[src/co2_pkg.sv]
// Constants, field layouts and carrier types for the CO2 baseline and damper block.
// Assumes a single 40 MHz clock domain.
package co2_pkg;

   // ==========================================================
   // Timing
   localparam logic [31:0] CLK_HZ = 32'd40_000_000;
   localparam logic [31:0] SEC_TIME_S = 32'd1;
   localparam logic [31:0] SEC_CYCLES = CLK_HZ * SEC_TIME_S;
   localparam logic [31:0] MIN_S = 32'd60;
   localparam logic [31:0] DAY_S = 32'd86400;
   localparam logic [31:0] STEP_PERIOD_H_DAYS = 32'd1;
   localparam logic [31:0] STEP_PERIOD_L_DAYS = 32'd7;
   localparam logic [31:0] RESET_PERIOD_H_DAYS = 32'd7;
   localparam logic [31:0] RESET_PERIOD_L_DAYS = 32'd30;
   localparam logic [31:0] WARMUP_H_MIN = 32'd30;
   localparam logic [31:0] WARMUP_L_MIN = 32'd120;
   localparam logic [31:0] HEATER_WATCH_MIN = 32'd30;
   localparam logic [31:0] HEATER_FAIL_TIME_S = 32'd10;
   localparam logic [31:0] STEP_PERIOD_H_S = STEP_PERIOD_H_DAYS * DAY_S;
   localparam logic [31:0] STEP_PERIOD_L_S = STEP_PERIOD_L_DAYS * DAY_S;
   localparam logic [31:0] RESET_PERIOD_H_S = RESET_PERIOD_H_DAYS * DAY_S;
   localparam logic [31:0] RESET_PERIOD_L_S = RESET_PERIOD_L_DAYS * DAY_S;
   localparam logic [31:0] WARMUP_H_S = WARMUP_H_MIN * MIN_S;
   localparam logic [31:0] WARMUP_L_S = WARMUP_L_MIN * MIN_S;
   localparam logic [31:0] HEATER_WATCH_S = HEATER_WATCH_MIN * MIN_S;
   localparam logic [1:0] SETTLE_CYCLES = 2'h3;

   // ==========================================================
   // Concentration arithmetic
   localparam int FRAC_BITS = 4;
   localparam logic [15:0] AMBIENT_PPM = 16'd400;
   localparam logic [7:0] GAIN_RESET = 8'h0a;
   localparam logic [15:0] STEP_L_PPM = 16'd20;
   localparam logic [15:0] STEP_H_PPM = 16'd5;
   localparam logic [11:0] STEP_L_FX = 12'((STEP_L_PPM * 16'd16) / 16'(GAIN_RESET));
   localparam logic [11:0] STEP_H_FX = 12'((STEP_H_PPM * 16'd16) / 16'(GAIN_RESET));
   localparam logic [11:0] BASELINE_RESET = 12'hfff;
   localparam logic [7:0] COLD_LIMIT_RESET = 8'h60;
   localparam logic [7:0] THERM_REF_RESET = 8'h80;

   // ==========================================================
   // Threshold table
   localparam logic [7:0] SET_BAND0_MAX = 8'd48;
   localparam logic [7:0] SET_BAND1_MAX = 8'd96;
   localparam logic [7:0] SET_BAND2_MAX = 8'd144;
   localparam logic [7:0] SET_BAND3_MAX = 8'd192;
   localparam logic [15:0] OPEN_PPM0 = 16'd800;
   localparam logic [15:0] CLOSE_PPM0 = 16'd720;
   localparam logic [15:0] OPEN_PPM1 = 16'd1000;
   localparam logic [15:0] CLOSE_PPM1 = 16'd800;
   localparam logic [15:0] OPEN_PPM2 = 16'd1500;
   localparam logic [15:0] CLOSE_PPM2 = 16'd1300;
   localparam logic [15:0] OPEN_PPM3 = 16'd2000;
   localparam logic [15:0] CLOSE_PPM3 = 16'd1800;
   localparam logic [15:0] OPEN_PPM4 = 16'd3000;
   localparam logic [15:0] CLOSE_PPM4 = 16'd2700;

   // ==========================================================
   // Register map (byte addresses)
   localparam logic [7:0] OFS_STATUS = 8'h00;
   localparam logic [7:0] OFS_BASELINE = 8'h04;
   localparam logic [7:0] OFS_PPM = 8'h08;
   localparam logic [7:0] OFS_GAIN = 8'h0c;
   localparam logic [7:0] OFS_LIMITS = 8'h10;
   localparam logic [7:0] OFS_IRQ_STATUS = 8'h14;
   localparam logic [7:0] OFS_IRQ_MASK = 8'h18;
   localparam int IRQ_W = 6;
   localparam int IRQ_REPLACE = 0;
   localparam int IRQ_STEP = 1;
   localparam int IRQ_RELOAD = 2;
   localparam int IRQ_OPEN = 3;
   localparam int IRQ_CLOSE = 4;
   localparam int IRQ_FAULT = 5;

   // ==========================================================
   // Carriers
   typedef struct packed {
      logic [7:0] gas;
      logic [7:0] therm;
      logic [7:0] setting;
   } adc_codes_t;

   typedef struct packed {
      logic warmup_short;
      logic step_small;
      logic step_short;
      logic reset_short;
   } pin_settings_t;

   typedef struct packed {
      logic [15:0] open_level;
      logic [15:0] close_level;
   } levels_t;

   typedef enum logic [1:0] {
      DAMP_CLOSED = 2'b01,
      DAMP_OPEN = 2'b10
   } damper_state_t;

endpackage : co2_pkg

[src/co2_damper_ctrl.sv]
// Baseline tracking, concentration estimate and damper decision with an AHB-Lite register file.
// Assumes the converter runs on hclk and delivers three 8-bit codes with a one-cycle valid.
//
// Overview of operation
// - Baseline is lowest gas code seen, meaning 400 ppm; lower reading replaces it.
// - Baseline unreplaced for idle period rises by the selected step.
// - Step pin low gives 20 ppm step, high gives 5 ppm step.
// - Period pin high gives 1 day idle period, low gives 7 days.
// - Only-stepped baseline unreplaced for reset period reloads from present gas reading.
// - Auto-reset pin high gives 7 days, low gives 30 days.
// - Analogue inputs arrive as 8-bit codes 0 to 255.
// - Setting code bands select open and close levels from the fixed table.
// - Concentration above open level drives damper output low.
// - Damper output returns high when concentration falls below close level or a fault is raised.
// - Damper output held high during warm-up and while fault is signalled.
// - Gas code on channel 0; larger code means more CO2.
// - Thermistor code on channel 1 corrects the concentration for temperature.
// - From 30 minutes after power-up, a thermistor drop raises heater fault.
// - Setting pins sampled once after reset; later changes ignored.
// - Thermistor at or below cold limit over 10 seconds means heater breakage.
`timescale 1ns/1ps
module co2_damper_ctrl #(
   parameter logic [31:0] SEC_CYCLES = co2_pkg::SEC_CYCLES,
   parameter logic [31:0] STEP_PERIOD_H_S = co2_pkg::STEP_PERIOD_H_S,
   parameter logic [31:0] STEP_PERIOD_L_S = co2_pkg::STEP_PERIOD_L_S,
   parameter logic [31:0] RESET_PERIOD_H_S = co2_pkg::RESET_PERIOD_H_S,
   parameter logic [31:0] RESET_PERIOD_L_S = co2_pkg::RESET_PERIOD_L_S,
   parameter logic [31:0] WARMUP_H_S = co2_pkg::WARMUP_H_S,
   parameter logic [31:0] WARMUP_L_S = co2_pkg::WARMUP_L_S,
   parameter logic [31:0] HEATER_WATCH_S = co2_pkg::HEATER_WATCH_S
) (
   input wire logic hclk,
   input wire logic hresetn,
   input wire logic hsel,
   input wire logic [31:0] haddr,
   input wire logic [1:0] htrans,
   input wire logic hwrite,
   input wire logic [2:0] hsize,
   input wire logic hready,
   input wire logic [31:0] hwdata,
   output logic hreadyout,
   output logic hresp,
   output logic [31:0] hrdata,
   input wire logic adc_valid,
   input wire co2_pkg::adc_codes_t adc_codes,
   input wire logic warmup_select_pin,
   input wire logic step_size_select_pin,
   input wire logic step_period_select_pin,
   input wire logic auto_reset_period_select_pin,
   input wire logic manual_baseline_reset_input_n,
   output logic damper_request_output,
   output logic fault_output_n,
   output logic irq
);

   // ==========================================================
   // Pin synchronisers and one-time setting capture
   logic [4:0] pin_s1_r;
   logic [4:0] pin_s2_r;
   logic man_prev_r;
   logic [1:0] settle_r;
   logic settings_valid_r;
   co2_pkg::pin_settings_t set_r;
   logic manual_ev;

   always_ff @(posedge hclk or negedge hresetn) begin
      if (!hresetn) begin
         pin_s1_r <= 5'h1f;
         pin_s2_r <= 5'h1f;
         man_prev_r <= 1'b1;
      end else begin
         pin_s1_r <= {manual_baseline_reset_input_n, warmup_select_pin, step_size_select_pin,
                      step_period_select_pin, auto_reset_period_select_pin};
         pin_s2_r <= pin_s1_r;
         man_prev_r <= pin_s2_r[4];
      end
   end

   assign manual_ev = man_prev_r && !pin_s2_r[4];

   // Caught after release so the synchronisers hold real pin levels
   always_ff @(posedge hclk or negedge hresetn) begin
      if (!hresetn) begin
         settle_r <= 2'h0;
         settings_valid_r <= 1'b0;
         set_r <= '0;
      end else if (!settings_valid_r) begin
         if (settle_r == co2_pkg::SETTLE_CYCLES) begin
            settings_valid_r <= 1'b1;
            set_r <= co2_pkg::pin_settings_t'(pin_s2_r[3:0]);
         end else begin
            settle_r <= settle_r + 2'h1;
         end
      end
   end

   // ==========================================================
   // Second tick and uptime
   logic [31:0] presc_r;
   logic sec_tick;
   logic [31:0] uptime_r;
   logic warm_done_r;
   logic [31:0] warmup_s;

   assign sec_tick = (presc_r == SEC_CYCLES - 32'd1);
   assign warmup_s = set_r.warmup_short ? WARMUP_H_S : WARMUP_L_S;

   always_ff @(posedge hclk or negedge hresetn) begin
      if (!hresetn) begin
         presc_r <= 32'h0;
         uptime_r <= 32'h0;
         warm_done_r <= 1'b0;
      end else begin
         presc_r <= sec_tick ? 32'h0 : presc_r + 32'd1;
         if (sec_tick && uptime_r != 32'hffff_ffff) begin
            uptime_r <= uptime_r + 32'd1;
         end
         if (settings_valid_r && uptime_r >= warmup_s) begin
            warm_done_r <= 1'b1;
         end
      end
   end

   // ==========================================================
   // Converter samples
   logic [7:0] gas_r;
   logic [7:0] therm_r;
   logic [7:0] setting_r;
   logic gas_seen_r;

   always_ff @(posedge hclk or negedge hresetn) begin
      if (!hresetn) begin
         gas_r <= 8'h00;
         therm_r <= 8'hff;
         setting_r <= 8'h00;
         gas_seen_r <= 1'b0;
      end else if (adc_valid) begin
         gas_r <= adc_codes.gas;
         therm_r <= adc_codes.therm;
         setting_r <= adc_codes.setting;
         gas_seen_r <= 1'b1;
      end
   end

   // ==========================================================
   // Baseline tracking, fixed point with four fraction bits
   logic [11:0] baseline_r;
   logic [31:0] idle_s_r;
   logic [31:0] since_s_r;
   logic stepped_r;
   logic replace_ev;
   logic step_ev;
   logic reload_ev;
   logic [11:0] step_fx;
   logic [31:0] step_period_s;
   logic [31:0] reset_period_s;
   logic [12:0] stepped_sum;

   assign step_fx = set_r.step_small ? co2_pkg::STEP_H_FX : co2_pkg::STEP_L_FX;
   assign step_period_s = set_r.step_short ? STEP_PERIOD_H_S : STEP_PERIOD_L_S;
   assign reset_period_s = set_r.reset_short ? RESET_PERIOD_H_S : RESET_PERIOD_L_S;
   assign replace_ev = adc_valid && ({adc_codes.gas, 4'h0} < baseline_r);
   assign reload_ev = gas_seen_r && ((stepped_r && since_s_r >= reset_period_s)
                                     || manual_ev);
   assign step_ev = !replace_ev && !reload_ev && gas_seen_r
                    && idle_s_r >= step_period_s;
   assign stepped_sum = {1'b0, baseline_r} + {1'b0, step_fx};

   always_ff @(posedge hclk or negedge hresetn) begin
      if (!hresetn) begin
         baseline_r <= co2_pkg::BASELINE_RESET;
         idle_s_r <= 32'h0;
         since_s_r <= 32'h0;
         stepped_r <= 1'b0;
      end else if (replace_ev) begin
         baseline_r <= {adc_codes.gas, 4'h0};
         idle_s_r <= 32'h0;
         since_s_r <= 32'h0;
         stepped_r <= 1'b0;
      end else if (reload_ev) begin
         baseline_r <= {gas_r, 4'h0};
         idle_s_r <= 32'h0;
         since_s_r <= 32'h0;
         stepped_r <= 1'b0;
      end else if (step_ev) begin
         // Saturate rather than wrap to a tiny baseline
         baseline_r <= stepped_sum[12] ? 12'hfff : stepped_sum[11:0];
         idle_s_r <= 32'h0;
         stepped_r <= 1'b1;
         if (sec_tick) begin
            since_s_r <= since_s_r + 32'd1;
         end
      end else if (sec_tick) begin
         idle_s_r <= idle_s_r + 32'd1;
         since_s_r <= since_s_r + 32'd1;
      end
   end

   // ==========================================================
   // Concentration estimate
   logic [7:0] gain_r;
   logic [7:0] cold_limit_r;
   logic [7:0] therm_ref_r;
   logic signed [13:0] delta;
   logic signed [9:0] temp_err;
   logic signed [14:0] comp;
   logic signed [23:0] prod;
   logic signed [24:0] ppm_sum;
   logic [15:0] ppm_r;

   always_comb begin
      delta = $signed({2'b00, gas_r, 4'h0}) - $signed({2'b00, baseline_r});
      temp_err = $signed({2'b00, therm_r}) - $signed({2'b00, therm_ref_r});
      comp = {delta[13], delta} - {{5{temp_err[9]}}, temp_err};
      prod = comp * $signed({1'b0, gain_r});
      ppm_sum = $signed({9'h000, co2_pkg::AMBIENT_PPM})
                + {prod[23], prod >>> co2_pkg::FRAC_BITS};
   end

   always_ff @(posedge hclk or negedge hresetn) begin
      if (!hresetn) begin
         ppm_r <= co2_pkg::AMBIENT_PPM;
      end else if (ppm_sum[24]) begin
         ppm_r <= 16'h0000;
      end else if (|ppm_sum[23:16]) begin
         ppm_r <= 16'hffff;
      end else begin
         ppm_r <= ppm_sum[15:0];
      end
   end

   // ==========================================================
   // Heater watch
   logic [31:0] cold_s_r;
   logic fault_r;
   logic fault_ev;
   logic watch_on;

   assign watch_on = uptime_r >= HEATER_WATCH_S;
   assign fault_ev = !fault_r && watch_on
                     && cold_s_r > co2_pkg::HEATER_FAIL_TIME_S;

   always_ff @(posedge hclk or negedge hresetn) begin
      if (!hresetn) begin
         cold_s_r <= 32'h0;
         fault_r <= 1'b0;
      end else begin
         if (!watch_on || therm_r > cold_limit_r) begin
            cold_s_r <= 32'h0;
         end else if (sec_tick && cold_s_r != 32'hffff_ffff) begin
            cold_s_r <= cold_s_r + 32'd1;
         end
         // Held until reset; a dead heater does not heal
         if (fault_ev) begin
            fault_r <= 1'b1;
         end
      end
   end

   assign fault_output_n = !fault_r;

   // ==========================================================
   // Damper decision
   co2_pkg::levels_t lv;
   co2_pkg::damper_state_t damp_r;
   logic open_ev;
   logic close_ev;

   always_comb begin
      if (setting_r <= co2_pkg::SET_BAND0_MAX) begin
         lv = {co2_pkg::OPEN_PPM0, co2_pkg::CLOSE_PPM0};
      end else if (setting_r <= co2_pkg::SET_BAND1_MAX) begin
         lv = {co2_pkg::OPEN_PPM1, co2_pkg::CLOSE_PPM1};
      end else if (setting_r <= co2_pkg::SET_BAND2_MAX) begin
         lv = {co2_pkg::OPEN_PPM2, co2_pkg::CLOSE_PPM2};
      end else if (setting_r <= co2_pkg::SET_BAND3_MAX) begin
         lv = {co2_pkg::OPEN_PPM3, co2_pkg::CLOSE_PPM3};
      end else begin
         lv = {co2_pkg::OPEN_PPM4, co2_pkg::CLOSE_PPM4};
      end
   end

   assign open_ev = warm_done_r && !fault_r && damp_r == co2_pkg::DAMP_CLOSED
                    && ppm_r > lv.open_level;
   assign close_ev = damp_r == co2_pkg::DAMP_OPEN
                     && (!warm_done_r || fault_r || ppm_r < lv.close_level);

   always_ff @(posedge hclk or negedge hresetn) begin
      if (!hresetn) begin
         damp_r <= co2_pkg::DAMP_CLOSED;
      end else begin
         unique case (damp_r)
            co2_pkg::DAMP_CLOSED: begin
               if (open_ev) begin
                  damp_r <= co2_pkg::DAMP_OPEN;
               end
            end
            co2_pkg::DAMP_OPEN: begin
               if (close_ev) begin
                  damp_r <= co2_pkg::DAMP_CLOSED;
               end
            end
            default: begin
               damp_r <= co2_pkg::DAMP_CLOSED;
            end
         endcase
      end
   end

   // High means close; the pin is the inverse of state bit 1
   assign damper_request_output = !damp_r[1];

   // ==========================================================
   // AHB-Lite slave, zero wait states
   logic ap_valid;
   logic wr_pend_r;
   logic [7:0] wr_addr_r;
   logic [31:0] rd_mux;
   logic [co2_pkg::IRQ_W-1:0] irq_stat_r;
   logic [co2_pkg::IRQ_W-1:0] irq_mask_r;
   logic [co2_pkg::IRQ_W-1:0] irq_ev;
   logic [co2_pkg::IRQ_W-1:0] irq_clr;
   logic hit;

   assign ap_valid = hsel && htrans[1] && hready;
   assign hit = haddr[31:8] == 24'h0 && haddr[1:0] == 2'b00;
   assign hreadyout = 1'b1;
   assign hresp = 1'b0;

   always_comb begin
      rd_mux = 32'h0;
      if (hit) begin
         unique case (haddr[7:0])
            co2_pkg::OFS_STATUS: rd_mux = {20'h0, set_r, 4'h0, stepped_r, damp_r[1],
                                           fault_r, warm_done_r};
            co2_pkg::OFS_BASELINE: rd_mux = {20'h0, baseline_r};
            co2_pkg::OFS_PPM: rd_mux = {16'h0, ppm_r};
            co2_pkg::OFS_GAIN: rd_mux = {24'h0, gain_r};
            co2_pkg::OFS_LIMITS: rd_mux = {16'h0, therm_ref_r, cold_limit_r};
            co2_pkg::OFS_IRQ_STATUS: rd_mux = {26'h0, irq_stat_r};
            co2_pkg::OFS_IRQ_MASK: rd_mux = {26'h0, irq_mask_r};
            default: rd_mux = 32'h0;
         endcase
      end
   end

   always_ff @(posedge hclk or negedge hresetn) begin
      if (!hresetn) begin
         wr_pend_r <= 1'b0;
         wr_addr_r <= 8'h00;
         hrdata <= 32'h0;
      end else begin
         wr_pend_r <= ap_valid && hwrite && hit;
         wr_addr_r <= haddr[7:0];
         if (ap_valid && !hwrite) begin
            hrdata <= rd_mux;
         end
      end
   end

   always_ff @(posedge hclk or negedge hresetn) begin
      if (!hresetn) begin
         gain_r <= co2_pkg::GAIN_RESET;
         cold_limit_r <= co2_pkg::COLD_LIMIT_RESET;
         therm_ref_r <= co2_pkg::THERM_REF_RESET;
         irq_mask_r <= '0;
      end else if (wr_pend_r) begin
         if (wr_addr_r == co2_pkg::OFS_GAIN) begin
            gain_r <= hwdata[7:0];
         end
         if (wr_addr_r == co2_pkg::OFS_LIMITS) begin
            cold_limit_r <= hwdata[7:0];
            therm_ref_r <= hwdata[15:8];
         end
         if (wr_addr_r == co2_pkg::OFS_IRQ_MASK) begin
            irq_mask_r <= hwdata[co2_pkg::IRQ_W-1:0];
         end
      end
   end

   // ==========================================================
   // Interrupts; a new event beats a same-cycle clear
   always_comb begin
      irq_ev = '0;
      irq_ev[co2_pkg::IRQ_REPLACE] = replace_ev;
      irq_ev[co2_pkg::IRQ_STEP] = step_ev;
      irq_ev[co2_pkg::IRQ_RELOAD] = reload_ev && !replace_ev;
      irq_ev[co2_pkg::IRQ_OPEN] = open_ev;
      irq_ev[co2_pkg::IRQ_CLOSE] = close_ev;
      irq_ev[co2_pkg::IRQ_FAULT] = fault_ev;
      irq_clr = '0;
      if (wr_pend_r && wr_addr_r == co2_pkg::OFS_IRQ_STATUS) begin
         irq_clr = hwdata[co2_pkg::IRQ_W-1:0];
      end
   end

   always_ff @(posedge hclk or negedge hresetn) begin
      if (!hresetn) begin
         irq_stat_r <= '0;
         irq <= 1'b0;
      end else begin
         irq_stat_r <= (irq_stat_r & ~irq_clr) | irq_ev;
         irq <= |(((irq_stat_r & ~irq_clr) | irq_ev) & irq_mask_r);
      end
   end

endmodule : co2_damper_ctrl

[config.mk]
export PLATFORM = sky130hd
export DESIGN_NAME = co2_damper_ctrl
export DESIGN_NICKNAME = d
export VERILOG_FILES = /design/src/co2_pkg.sv /design/src/co2_damper_ctrl.sv
export SDC_FILE = /design/constraint.sdc
export NUM_CORES = 1
export LEC_CHECK = 0
export BUFFER_PORTS_ARGS = -buffer_cell sky130_fd_sc_hd__buf_2
export CELL_PAD_IN_SITES_DETAIL_PLACEMENT = 1
export CELL_PAD_IN_SITES_GLOBAL_PLACEMENT = 1
export CORE_UTILIZATION = 35
export DETAILED_ROUTE_END_ITERATION = 10
export PLACE_DENSITY = 0.65
export RECOVER_POWER = 25
export SLEW_MARGIN = 20
export SYNTH_ARGS = -nofsm -noshare
export SYNTH_HDL_FRONTEND = slang
export SYNTH_SLANG_ARGS = --single-unit
[constraint.sdc]
create_clock -name hclk -period 23.9 [get_ports hclk]
set_input_delay 4.78 -clock hclk [delete_from_list [all_inputs] [get_ports hclk]]
set_output_delay 4.78 -clock hclk [all_outputs]
set_load 0.01 [all_outputs]
==> out/results.tsv <==
metric	value	unit
ys_warn_count	0	
crit_top_cell	buf_4	
final.setup.tns	0	ns
outcome	complete, but fails checks	
setup_viol	0	
postRouteWirelength	59200	um
initialDrtViolationCount	797	
slew_headroom	-216	%
power-per-cell-area	55.1	nW/um^2
cts_max_level	2	
cp_data_arrival_time	10.16	ns
rr_endpoint	ppm_r[1]	
ys.flop_type	dfrtp_1	
path_cells	clkbuf_1 > buf_4 > buf_4	
routed_via_density	5.31	
fmaxAchievable	104	MHz
ant_nets	0	
yosys-top-cells-area	dfrtp_1 (30%), fa_1 (8.6%), ha_1 (8.3%), dfstp_2 (4.7%), nand2_1 (4.6%)	
antenna_found_initial	4	
combPwrFrac	15.7	%
synth-edff-count	0	
p_leak	0.0108	uW
ys_types	88	
worstHoldEndpoint	pin_s2_r[0]	
cts_buffers	37	
regToRegSetupSlack	14.34	ns
die_x	248	um
worstHoldStart	pin_s1_r[0]	
layout_common_cells	nand2_1 (262), dfrtp_1 (258), inv_1 (183)	
yosysTopAreaCell	dfrtp_1	
synth_top_area_share	30.4	%
area_growth	11.4	%
ioPinCount	141	
cts_tree	yes	
dp_hpwl	45200	um
post_cts_buffers	0	
crit-reg2reg-launch	baseline_r[4]	
synthArstFlopShare	100	%
rsz0062_at_grt	false	
diodes	0	
internal_power	927	uW
syn-cell-area	21300	um^2
synth-seq-area-share	35.1	%
yosys_register_bits	296	
cp.required	24.44	ns
maxCapViolations	2	
drive_gt1_share	10.9	%
cts_root_buf	clkbuf_16	
clock_sinks	296	
start_kind	primary input	
post-route-period-util	40.2	%
worst_setup_path_end_kind	asynchronous set/reset pin	
clockBufferDepth	3	
post-route-min-period	9.61	ns
hold_class	flip-flop to flip-flop	
share_seq_of_total_power	40.3	%
swShare	29.0	%
grt_pass1_wl	97300	um
slowest_delay	3.24	ns
grt_pass1_vias	17900	
nets	2710	
vdd_drop_max	0.0000411	V
p_switching	379	uW
die_area	61700	um^2
cts_resized	0	
rows	89	
avgSynthCellArea	9.26	um^2
track_usage	19.4	%
clkPwrFrac	44.0	%
drv_slew	122	
firstDrtPassIters	7	
wire_per_inst	18.6	um
drc	0	
power	1310	uW
grt_overflow_total	0	
final_common_cell	nand2_1	
place_congestion	0.885	
grt_max_degree	89	
start_util	35.8	%
coreArea	59500	um^2
crit_fanout	88	
path_clk_slew	0.05	ns
worstRegToRegCells	34	
finalHoldViolations	0	
holdPathStages	0	
violations	max-capacitance violations, max-slew violations	
worstMarginPinSlew	4.73	ns
critPathKind	primary input to asynchronous set/reset pin	
netlist_instances	2296	
cts_hold_buf	0	
dieHeight	248	um
vias	16900	
worst_clock_skew	0.0127	ns
cp_slowest_cell	clkbuf_1	
insertion_delay	0.55	ns
portBuffers	102	
-- logic make-up after synthesis --
kind of cell	Yosys count	synth area share, %
other cells	2	0.0353
simple gates	883	20.9
fa+ha+maj	232	16.9
flops	296	35.1
compound gates	378	11.9
mux	46	2.41
xor+xnor	183	7.54
buf+inv	276	5.30
-- power by group through the flow --
stage / combinational [uW] / sequential, uW / clock (uW)
finish: 205 / 527 / 574
global route: 228 / 527 / 611
detailed placement: 205 / 535 / 0
floorplan: 138 / 528 / 0
global placement: 197 / 535 / 0
CTS: 207 / 527 / 595
-- layout make-up --
class                           count  area (um^2)
Timing Repair Buffer              116          584
Sequential cell                   296         7450
Inverter                          183          687
Fill cell                        6913        35800
Clock inverter                     15          179
Tap cell                          773          967
Multi-Input combinational cell   1740        12700
Clock buffer                       53         1070
-- routing by layer --
layer | global-route usage (%) | up-vias | wire length, um
met5 | 0 | - | 33
met4 | 5.86 | 6 | 1520
met3 | 2.64 | 86 | 1940
met2 | 32.9 | 196 | 28800
met1 | 25.5 | 8526 | 26900
li1 | - | 8038 | -
-- cells in the mapped netlist, drive strengths merged (9+ instances only) --
cell type	n
a21oi	96
a211o	9
buf	33
nor3	46
nor4	31
mux2	41
nand2b	19
dfstp	38
or2	12
and2	63
or3	26
nor2	169
o21bai	9
fa	91
nand4	49
nand2	262
xor2	86
nand3	69
and3	44
a222oi	9
nor2b	32
xnor2	97
o21ai	103
o211ai	12
ha	141
a311oi	9
a31oi	9
nor3b	11
clkbuf	60
a21o	29
and4	18
dfrtp	258
inv	183
-- worst max-delay path, delay by kind of cell --
family | cells | cell delay [ns]
buffers and inverters | 3 | 5.18
-- registers in the layout (all words and copies together) (netlist names), 10 cells and up --
signal	count
baseline_r	10
cold_s_r	32
hrdata	16
idle_s_r	32
ppm_r	16
presc_r	32
since_s_r	32
uptime_r	32
-- worst max-delay path by stage --
stage / start / endpoint / slack (ns) / depth (start not counted)
3_3_place_gp: therm_r[0] / ppm_r[15] / 14.52 / 34
3_5_place_dp: therm_r[0] / ppm_r[5] / 14.27 / 34
2_1_floorplan: baseline_r[4] / ppm_r[2] / 15.84 / 35
6_report: hresetn / setting_r[2] / 14.29 / 3
5_1_grt: hresetn / setting_r[2] / 13.17 / 3
4_1_cts: therm_r[0] / ppm_r[5] / 14.23 / 34
-- through the flow --
step                      area, um^2  setup WS (ns)  hold slack, ns  utilization, %  std cells
after detailed placement       22500          14.27           0.347            37.8       3108
after global placement         22500          14.52           0.349            37.8       3108
after CTS                      23700          14.23           0.343            39.9       3176
final                          23700          14.29           0.356            39.8       3176
after floorplan                21300          15.84           0.345               -       2312
after global routing           23700          13.17           0.347            39.8       3176
No activity file was read; power rests on OpenSTA's default activity.
